**src/lsw_pkg.sv**
```systemverilog
// Constants, state codes and carrier types for the load switch supervisor.
// Assumes one 25 MHz clock; the millisecond time base restarts on each state change.
package lsw_pkg;

    localparam int CLK_PERIOD_NS = 40;
    localparam int TICK_MS       = 1;
    localparam int TICK_CYC      = TICK_MS * 1000000 / CLK_PERIOD_NS;
    localparam int MASK_MIN_MS   = 14;
    localparam int MASK_MS       = 37;
    localparam int RETRY_RATIO   = 15;
    localparam int CNT_W         = 10;
    localparam int PRE_W         = 16;

    typedef enum logic [2:0] {
        ST_OFF     = 3'h0,
        ST_ON      = 3'h1,
        ST_MASK    = 3'h2,
        ST_WAIT    = 3'h3,
        ST_LATCHED = 3'h4,
        ST_THERMAL = 3'h5
    } sup_state_e;

    typedef struct packed {
        logic enable;
        logic ilim_fwd;
        logic ilim_rev;
        logic over_temp;
        logic temp_cooled;
    } sense_s;

endpackage

```
**src/load_switch_fault_supervisor.sv**
```systemverilog
// Fault supervisor: blanking, latch-off or autoretry, thermal shutdown.
// Assumes all sense inputs and enable are asynchronous pins.
`timescale 1ns/100ps
module load_switch_fault_supervisor
    import lsw_pkg::*;
#(
    parameter int         TICK_CYCLES = TICK_CYC,
    parameter int         MASK_TICKS  = MASK_MS,
    parameter int         WAIT_RATIO  = RETRY_RATIO,
    parameter logic       AUTORETRY   = 1'b1
) (
    input  wire logic   clk,
    input  wire logic   srst,
    input  wire sense_s sense,
    output logic        switch_on,
    output logic        fault_n_data,
    output logic        fault_n_oe
);

    localparam int WAIT_TICKS = MASK_TICKS * WAIT_RATIO;

    // Refuse a mask interval under its minimum, and settings the fixed-width counters cannot hold
    if (MASK_TICKS * TICK_MS < MASK_MIN_MS) begin
        $error("fault_mask_interval below its minimum");
    end
    if (TICK_CYCLES < 2 || TICK_CYCLES >= (1 << PRE_W)) begin
        $error("TICK_CYCLES out of range");
    end
    if (MASK_TICKS < 1 || WAIT_TICKS >= (1 << CNT_W)) begin
        $error("interval counts out of range");
    end

    // Two-stage synchroniser; first stage read only by second
    sense_s meta_q;
    sense_s sync_q;

    always_ff @(posedge clk) begin
        if (srst) begin
            meta_q <= '0;
            sync_q <= '0;
        end else begin
            meta_q <= sense;
            sync_q <= meta_q;
        end
    end

    logic en_s;
    logic ilim_s;
    logic hot_s;
    logic cool_s;

    assign en_s   = sync_q.enable;
    assign ilim_s = sync_q.ilim_fwd | sync_q.ilim_rev;
    assign hot_s  = sync_q.over_temp;
    assign cool_s = sync_q.temp_cooled;

    sup_state_e       state_q;
    sup_state_e       state_d;
    logic [PRE_W-1:0] pre_q;
    logic [CNT_W-1:0] cnt_q;
    logic             tick;
    logic             restart;

    function automatic logic expired(input logic [CNT_W-1:0] cnt,
                                     input int               lim);
        expired = (cnt == CNT_W'(lim - 1));
    endfunction

    // Prescaler restarts with each interval so the first tick is full
    assign tick    = (pre_q == PRE_W'(TICK_CYCLES - 1));
    assign restart = (state_d != state_q);

    always_ff @(posedge clk) begin
        if (srst || restart) begin
            pre_q <= '0;
        end else if (tick) begin
            pre_q <= '0;
        end else begin
            pre_q <= pre_q + PRE_W'(1);
        end
    end

    always_ff @(posedge clk) begin
        if (srst || restart) begin
            cnt_q <= '0;
        end else if (tick) begin
            cnt_q <= cnt_q + CNT_W'(1);
        end
    end

    always_comb begin
        state_d = state_q;
        if (!en_s) begin
            state_d = ST_OFF;
        end else if (hot_s && state_q != ST_LATCHED) begin
            state_d = ST_THERMAL;
        end else begin
            case (state_q)
                ST_OFF: begin
                    state_d = ST_ON;
                end
                ST_ON: begin
                    if (ilim_s) begin
                        state_d = ST_MASK;
                    end
                end
                ST_MASK: begin
                    if (!ilim_s) begin
                        state_d = ST_ON;
                    end else if (tick && expired(cnt_q, MASK_TICKS)) begin
                        state_d = AUTORETRY ? ST_WAIT : ST_LATCHED;
                    end
                end
                ST_WAIT: begin
                    if (tick && expired(cnt_q, WAIT_TICKS)) begin
                        state_d = ST_ON;
                    end
                end
                ST_LATCHED: begin
                    state_d = ST_LATCHED;
                end
                ST_THERMAL: begin
                    if (AUTORETRY && cool_s) begin
                        state_d = ST_ON;
                    end
                end
                default: begin
                    state_d = ST_OFF;
                end
            endcase
        end
    end

    always_ff @(posedge clk) begin
        if (srst) begin
            state_q <= ST_OFF;
        end else begin
            state_q <= state_d;
        end
    end

    // Outputs follow the next state so a trip shows on the same edge
    always_ff @(posedge clk) begin
        if (srst) begin
            switch_on  <= 1'b0;
            fault_n_oe <= 1'b0;
        end else begin
            switch_on  <= (state_d == ST_ON) || (state_d == ST_MASK);
            fault_n_oe <= (state_d == ST_WAIT) || (state_d == ST_LATCHED)
                          || (state_d == ST_THERMAL);
        end
    end

    // Open drain: only ever pulls low
    always_ff @(posedge clk) begin
        if (srst) begin
            fault_n_data <= 1'b0;
        end else begin
            fault_n_data <= 1'b0;
        end
    end

    // Cycles spent in blanking, for the length check
    logic [31:0] mask_cyc_q;

    always_ff @(posedge clk) begin
        if (srst || state_q != ST_MASK) begin
            mask_cyc_q <= '0;
        end else begin
            mask_cyc_q <= mask_cyc_q + 32'h1;
        end
    end

    // Cycles spent in restart wait, for the length check
    logic [31:0] wait_cyc_q;

    always_ff @(posedge clk) begin
        if (srst || state_q != ST_WAIT) begin
            wait_cyc_q <= '0;
        end else begin
            wait_cyc_q <= wait_cyc_q + 32'h1;
        end
    end

    localparam int MASK_CYC = MASK_TICKS * TICK_CYCLES;
    localparam int WAIT_CYC = WAIT_TICKS * TICK_CYCLES;

    property p_disable_off;
        @(posedge clk) disable iff (srst)
        !en_s |=> !switch_on && !fault_n_oe && state_q == ST_OFF;
    endproperty
    a_disable_off: assert property (p_disable_off)
        else $error("enable low did not force off");

    property p_thermal_now;
        @(posedge clk) disable iff (srst)
        (en_s && hot_s && state_q != ST_LATCHED)
            |=> !switch_on && fault_n_oe;
    endproperty
    a_thermal_now: assert property (p_thermal_now)
        else $error("thermal trip not immediate");

    property p_mask_start;
        @(posedge clk) disable iff (srst)
        (state_q == ST_ON && en_s && !hot_s && ilim_s)
            |=> state_q == ST_MASK && switch_on && !fault_n_oe;
    endproperty
    a_mask_start: assert property (p_mask_start)
        else $error("blanking did not start");

    property p_mask_abort;
        @(posedge clk) disable iff (srst)
        (state_q == ST_MASK && en_s && !hot_s && !ilim_s)
            |=> state_q == ST_ON && switch_on && !fault_n_oe
                && cnt_q == '0;
    endproperty
    a_mask_abort: assert property (p_mask_abort)
        else $error("blanking abort wrong");

    property p_mask_length;
        @(posedge clk) disable iff (srst)
        (state_q == ST_MASK && en_s && !hot_s && ilim_s && state_d != ST_MASK)
            |-> mask_cyc_q == 32'(MASK_CYC - 1);
    endproperty
    a_mask_length: assert property (p_mask_length)
        else $error("blanking interval length wrong");

    property p_mask_quiet;
        @(posedge clk) disable iff (srst)
        state_q == ST_MASK |-> switch_on && !fault_n_oe;
    endproperty
    a_mask_quiet: assert property (p_mask_quiet)
        else $error("flag or switch wrong while blanking");

    property p_wait_length;
        @(posedge clk) disable iff (srst)
        (state_q == ST_WAIT && en_s && !hot_s && state_d != ST_WAIT)
            |-> wait_cyc_q == 32'(WAIT_CYC - 1);
    endproperty
    a_wait_length: assert property (p_wait_length)
        else $error("restart wait length wrong");

    property p_wait_enter;
        @(posedge clk) disable iff (srst)
        (state_q == ST_WAIT && $past(state_q) == ST_MASK)
            |-> AUTORETRY && !switch_on && fault_n_oe;
    endproperty
    a_wait_enter: assert property (p_wait_enter)
        else $error("restart wait entry wrong");

    property p_wait_hold;
        @(posedge clk) disable iff (srst)
        (state_q == ST_WAIT && en_s && !hot_s && !tick)
            |=> state_q == ST_WAIT && !switch_on;
    endproperty
    a_wait_hold: assert property (p_wait_hold)
        else $error("restart wait ended early");

    property p_wait_end;
        @(posedge clk) disable iff (srst)
        (state_q == ST_WAIT && en_s && !hot_s && tick
            && cnt_q == CNT_W'(WAIT_TICKS - 1))
            |=> switch_on && state_q == ST_ON;
    endproperty
    a_wait_end: assert property (p_wait_end)
        else $error("switch not back on after wait");

    property p_retry_clear;
        @(posedge clk) disable iff (srst)
        (state_q == ST_ON && $past(state_q) == ST_WAIT
            && en_s && !hot_s && !ilim_s)
            |=> state_q == ST_ON && !fault_n_oe && switch_on;
    endproperty
    a_retry_clear: assert property (p_retry_clear)
        else $error("fault cleared but flag held");

    property p_latch_hold;
        @(posedge clk) disable iff (srst)
        (en_s && (state_q == ST_LATCHED
            || (!AUTORETRY && state_q == ST_THERMAL)))
            |=> !switch_on && fault_n_oe;
    endproperty
    a_latch_hold: assert property (p_latch_hold)
        else $error("latched off state released");

    property p_thermal_back;
        @(posedge clk) disable iff (srst)
        (AUTORETRY && state_q == ST_THERMAL && en_s && !hot_s && cool_s)
            |=> state_q == ST_ON ##1 switch_on || !en_s || hot_s;
    endproperty
    a_thermal_back: assert property (p_thermal_back)
        else $error("no restart after cooling");

    c_blank_abort: cover property (@(posedge clk) disable iff (srst)
        state_q == ST_MASK ##1 state_q == ST_ON);
    c_retry_cycle: cover property (@(posedge clk) disable iff (srst)
        state_q == ST_WAIT ##1 state_q == ST_ON);
    c_latched: cover property (@(posedge clk) disable iff (srst)
        state_q == ST_LATCHED);
    c_thermal: cover property (@(posedge clk) disable iff (srst)
        state_q == ST_THERMAL ##1 state_q == ST_ON);
    c_retry_clear: cover property (@(posedge clk) disable iff (srst)
        state_q == ST_WAIT ##1 state_q == ST_ON ##1 state_q == ST_ON);

endmodule

```
**config.mk**
```make
export PLATFORM = sky130hd
export DESIGN_NAME = load_switch_fault_supervisor
export DESIGN_NICKNAME = d
export VERILOG_FILES = /design/src/lsw_pkg.sv /design/src/load_switch_fault_supervisor.sv
export SDC_FILE = /design/constraint.sdc
export NUM_CORES = 1
export LEC_CHECK = 0
export BUFFER_PORTS_ARGS = -buffer_cell sky130_fd_sc_hd__buf_4
export CAP_MARGIN = 20
export CORE_MARGIN = 4
export CORE_UTILIZATION = 55
export CTS_BUF_LIST = sky130_fd_sc_hd__clkbuf_4 sky130_fd_sc_hd__clkbuf_8
export DETAILED_ROUTE_END_ITERATION = 12
export GPL_TIMING_DRIVEN = 0
export PLACE_DENSITY = 0.73
export SYNTH_ARGS = -nofsm -noshare
export SYNTH_HDL_FRONTEND = slang
export SYNTH_SLANG_ARGS = --single-unit
export TNS_END_PERCENT = 50
```
**constraint.sdc**
```tcl
create_clock -name clk -period 2.9 [get_ports clk]
set_input_delay 0.29 -clock clk [delete_from_list [all_inputs] [get_ports clk]]
set_output_delay 0.29 -clock clk [all_outputs]
set_load 0.03 [all_outputs]
```
### Word-level counts from Yosys, hierarchy flattened

Index checks and enable logic that the tools add are counted.
W data, S select, Z words.

* input port bits: 7
* memory bits (read-only): 0
* RAM bits: 0
* logic and storage cells: 50
* latch bits: 0
* output and inout port bits: 3
* bits in registers: 41
* memories: 0

* eq/ne operators: 15
* divide/modulo/power cells: 0
* reductions and logical operators: 9
* shift-type cells: 0
* magnitude comparators: 0
* bitwise logic cells: 1
* muxes and demuxes: 8
* multiply operators: 0
* add/subtract/negate cells: 2

Operator list (number)
* $mux W3: 7
* $pmux W3 S6: 1
* $add A16 B1 Y16 const B: 1
* $eq A16 B15 Y1 const B: 1
* $eq A3 B2 Y1 const B: 4
* $eq A3 B3 Y1 const B: 4
* $add A10 B1 Y10 const B: 1
* $eq A10 B10 Y1 const B: 1
* $eq A10 B6 Y1 const B: 1
* $eq A3 B1 Y1 const B: 2
* $logic_or A1 B1 Y1: 4
* $logic_and A1 B1 Y1: 3
* $logic_not A3 Y1: 1
* $ne A3 B3 Y1: 1
* $ne A3 B3 Y1 const B: 1
* $reduce_or A2 Y1: 1
* $or A1 B1 Y1: 1

### Logic depth before layout (Yosys ltp)

* depth after elaboration: 10
* depth in mapped cells: 9
* depth with buffers taken out: 6

### Worst setup path before layout

Ideal clock, no wire load.

* kind: reg2reg
* from: register cnt_q[6]
* to: register pre_q[10]
* clock period less this slack: 2.015 ns
* path buffers: 1
* required time: 2.777 ns
* stages on the path, launching flop included: 7
* data arrival time: 1.892 ns
* slack: 0.885 ns
* setup time: 0.123 ns
* cells stage by stage: dfxtp_1 > nand2b_1 > or4_4 > or4_4 > a21oi_4 > buf_6 > nor3_1

* word-level cells in the longest chain between the ends: 10
* elaborated cells between the ends (all ways): 13
* those cells by class: eq/ne: 3; mux: 6; reduce/logical: 4

Ends and longest elaborated chain
* from (decl): RTL line load_switch_fault_supervisor.sv:60 `logic [CNT_W-1:0] cnt_q;`
* from (signal assigned): RTL line load_switch_fault_supervisor.sv:87 `cnt_q <= cnt_q + CNT_W'(1);`
* $eq A10 B6 Y1: RTL line load_switch_fault_supervisor.sv:66 `expired = (cnt == CNT_W'(lim - 1));`
* $logic_and A1 B1 Y1: RTL line load_switch_fault_supervisor.sv:110 `end else if (tick && expired(cnt_q, MASK_TICKS)) begin`
* $mux W3: RTL line load_switch_fault_supervisor.sv:110
* $mux W3: RTL line load_switch_fault_supervisor.sv:108 `if (!ilim_s) begin`
* $pmux W3 S6 (*): RTL line load_switch_fault_supervisor.sv:98 `case (state_q)`
* $mux W3 (*): RTL line load_switch_fault_supervisor.sv:95 `end else if (hot_s && state_q != ST_LATCHED) begin`
* $mux W3 (*): RTL line load_switch_fault_supervisor.sv:93 `if (!en_s) begin`
* $ne A3 B3 Y1 (*): RTL line load_switch_fault_supervisor.sv:71 `assign restart = (state_d != state_q);`
* $logic_or A1 B1 Y1 (*): RTL line load_switch_fault_supervisor.sv:74 `if (srst || restart) begin`
* $reduce_or A2 Y1 (no line) (*)
* to (signal assigned): RTL line load_switch_fault_supervisor.sv:79 `pre_q <= pre_q + PRE_W'(1);`
* to (decl): RTL line load_switch_fault_supervisor.sv:59 `logic [PRE_W-1:0] pre_q;`

Mark *: on every way between the ends. The rest lies on a longest branch, timed or not.
A chain may end at the register's enable or synchronous reset.

### Final worst setup path

* from: register pre_q[0]
* to: register pre_q[11]

* word-level cells in the longest chain between the ends: 10
* elaborated cells between the ends (all ways): 13
* those cells by class: add/sub: 1; eq/ne: 2; mux: 6; reduce/logical: 4

Ends and longest elaborated chain
* $eq A16 B15 Y1: RTL line load_switch_fault_supervisor.sv:70 `assign tick = (pre_q == PRE_W'(TICK_CYCLES - 1));`
* $logic_and A1 B1 Y1: RTL line load_switch_fault_supervisor.sv:110
* $mux W3: RTL line load_switch_fault_supervisor.sv:110
* $mux W3: RTL line load_switch_fault_supervisor.sv:108
* $pmux W3 S6: RTL line load_switch_fault_supervisor.sv:98
* $mux W3: RTL line load_switch_fault_supervisor.sv:95
* $mux W3: RTL line load_switch_fault_supervisor.sv:93
* $ne A3 B3 Y1: RTL line load_switch_fault_supervisor.sv:71
* $logic_or A1 B1 Y1: RTL line load_switch_fault_supervisor.sv:74
* $reduce_or A2 Y1 (no line)

Parallel ways exist; a longest one is shown, timed or not.

==> key figures <==
Synthesis
  • Ys async rst share: 0%
  • Synthesis Warnings: 0
  • Synth Net Count: roughly 230
  • Post-Synthesis Cell Area: about 0.002 mm2
  • Synth unique cells: 45
  • Library cell with the largest summed area after synthesis: dfxtp_1
  • Main synth FF type: dfxtp_1
  • Top cells by area, synth: dfxtp_1, xnor2_1, nor3_1
  • Number of synthesized flops with an enable pin: 0
  • Synth Register Bits: 41
  • Post-synthesis sequential area ratio: 41.0%
  • Syn Inst Count: approximately 220
  • Mean post-synth cell area: between 8 and 9 um2
  • Share of the synthesized area in the top cell type: slightly above 40%

Timing
  • Final Hold Fails: 0
  • Final min period: approximately 2.3 ns
  • Final Slew Violations: 0
  • Final Cycle Share: 80.3%
  • Endpoints failing setup: 0
  • Total negative setup slack: 0 ns
  • Final setup margin: 0.572 ns
  • Clock skew: approximately 0.017 ns
  • RSZ-0062 raised after global routing: no
  • Fmax: between 400 and 500 MHz

Drt
  • # DRC: 0
  • Top sig layer: met4
  • Initial DRT Pass Iterations: 5
  • Wire length on met1: 1680 um
  • DR WL/cell: 12.7 um
  • WL final: about 3600 um
  • Vias per Instance: ~5.5
  • Met3 Routed Length: 165 um
  • DR vias: between 1500 and 2000
  • DRT antenna net count: 0
  • WL met2: 1730 um
  • Detailed Route Iter0 Violations: 101

Global routing
  • Vias in the first global route: between 1500 and 2000
  • Grt total ovfl: 0
  • Number of antenna violations at the first check in global routing: 0
  • First-pass GRT wire length: between 6000 and 7000 um
  • Total GRT Usage: between 10% and 20%
  • Largest net degree at the start of global routing: 14

Clocking
  • Total CTS buffers: 5
  • Clk slew on worst S/H paths: 0.13 ns
  • Post-CTS sizing: 0
  • Clk root buf: clkbuf_4
  • Cts hold-fix bufs: 0
  • H-Tree Depth: 2
  • TritonCTS clock tree: built
  • Post-CTS Setup Inserts: 0
  • CTS sink cnt: approximately 40
  • Clock Latency Late Sink: approximately 0.35 ns
  • CTS max path bufs: 2

Die
  • Die X: around 68 um
  • Rows: 21
  • Initial Utilization: 58.6%
  • Die height: ~68 um
  • DIE AREA: about 0.0047 mm2
  • Core Region: between 0.003 and 0.004 mm2
  • # IOs: 10

Power
  • Clock Power Share: between 40 and 50%
  • PnR Total Power: 0.00108 W
  • Switching share of total power: 20.2%
  • Pleak: slightly below 0.8 nW
  • Logic pwr share: under 10%
  • Pwr/cell area: roughly 490 mW/mm2
  • Flop pwr share: a little over half
  • Peak VDD IR: around 410 uV
  • Internal Power: around 0.00087 W
  • Sw Pwr: 0.000219 W

Worst setup path
  • R2r worst-path depth: 9
  • CP peak stage delay: between 0.3 and 0.4 ns
  • Startpoint types: flop
  • CP endpoint kind: flop
  • WP data arrival: roughly 2.6 ns
  • CP Class: flop to flop
  • Top cell by count, worst path: buf_2
  • Worst Path Max Fanout: 10
  • CP Cell Sequence: ha_1, and3_1, nand4_1, buf_2, o31ai_1, a221o_1, buf_2, buf_2, nor3_1
  • Worst EP required: between 3 and 4 ns
  • CP max-delay cell: dfxtp_1

Place
  • Setup WS pre-CTS: about 0.6 ns
  • GP Congestion: 0.894
  • Dpl cells: approximately 280
  • Buffers on Ports: 8
  • Detailed Place HPWL: about 2600 um

Final layout
  • N_diodes: 0
  • Layout cells sized above 1: between 15 and 20%
  • Finished Layout Cells: 285
  • Area grow syn2layout: 11.0%
  • Nets@finish: roughly 250
  • Filler instances: roughly 300

Hold path
  • Hold/Removal Path Class: input port to flop
  • Hold depth: 2

Run status
  • Outcome: complete, no violations

Job
  • Max-Cap Viols: 0
[synth_stat cells, drive strengths merged (5+ instances only)]
| library cell | number |
|---|---|
| dfxtp | 41 |
| nor3 | 28 |
| nand2 | 16 |
| nor2 | 15 |
| xnor2 | 14 |
| nor2b | 12 |
| nand4 | 11 |
| nand3 | 10 |
| buf | 9 |
| xor2 | 9 |
| inv | 5 |
| nor4b | 5 |
[worst max-delay path: cells and delay by family (launching register included)]
family,cells,cell delay [ns]
compound gates,2,0.48
fa+ha+maj,1,0.28
buf+inv,3,0.68
flops,1,0.38
simple gates,3,0.40
[kinds of logic after synthesis]
group	Yosys count	share of synthesized area [%]
flip-flops	41	41.0
other	1	0.187
adder cells (fa/ha/maj)	4	2.50
AO/OA/AOI/OAI	19	7.94
XOR/XNOR	23	10.1
buffers and inverters	18	4.75
AND/OR/NAND/NOR	115	32.5
multiplexers	2	1.00
[power by group through the flow]
stage           logic, W  registers, W  clock network (W)
2_1_floorplan  0.0000399      0.000593                  0
3_3_place_gp   0.0000563      0.000594                  0
3_5_place_dp   0.0000570      0.000594                  0
4_1_cts        0.0000570      0.000581           0.000458
5_1_grt        0.0000646      0.000583           0.000480
6_report       0.0000561      0.000581           0.000447
[flip-flops by register name, summed over array words and instances (netlist names)]
register	flops
pre_q	16
cnt_q	10
meta_q	5
state_q	3
sync_q	2
cool_s	1
en_s	1
fault_n_oe	1
hot_s	1
switch_on	1
[worst paths after layout]
check	startpoint	endpoint	slack, ns
min	srst	cool_s$_SDFF_PP0_	0.15
max	pre_q[0]$_SDFF_PP0_	pre_q[11]$_SDFF_PP0_	0.57
min reg2reg	meta_q[1]$_SDFF_PP0_	hot_s$_SDFF_PP0_	0.45
max reg2reg	pre_q[0]$_SDFF_PP0_	pre_q[11]$_SDFF_PP0_	0.57
[layout make-up]
type | instances | area [um2] | share of cell area (%)
Multi-Input combinational cell | 164 | 1080 | 48.8
Sequential cell | 41 | 821 | 37.0
Buffer | 13 | 76.3 | 3.44
Clock inverter | 3 | 65.1 | 2.93
Timing Repair Buffer | 8 | 60.1 | 2.70
Tap cell | 46 | 57.6 | 2.59
Clock buffer | 5 | 37.5 | 1.69
Inverter | 5 | 18.8 | 0.845
[through the flow]
step | hold slack (ns) | cell area, um2 | util (%)
after global placement | 0.416 | 2120 | 62.0
after floorplan | 0.362 | 2000 | -
final | 0.147 | 2220 | 65.0
after global routing | 0.131 | 2220 | 65.0
after CTS | 0.131 | 2220 | 65.0
after detailed placement | 0.422 | 2120 | 62.0
[cell usage in the layout (no fill, tap or decap), types with 6 or more instances in the layout]
cell and count:
dfxtp_1 41, nor3_1 24, nand2_1 16, nor2_1 15, xnor2_1 14, nor2b_1 12, nand4_1 11, nand3_1 10
xor2_1 9, buf_4 9, buf_2 6
[per-layer routing]
layer,vias to the layer above,track usage [%]
met5,-,0
met4,0,7.20
met3,7,4.43
met2,35,31.2
met1,722,22.8
li1,817,-
Power figures use the tool's default switching activity.
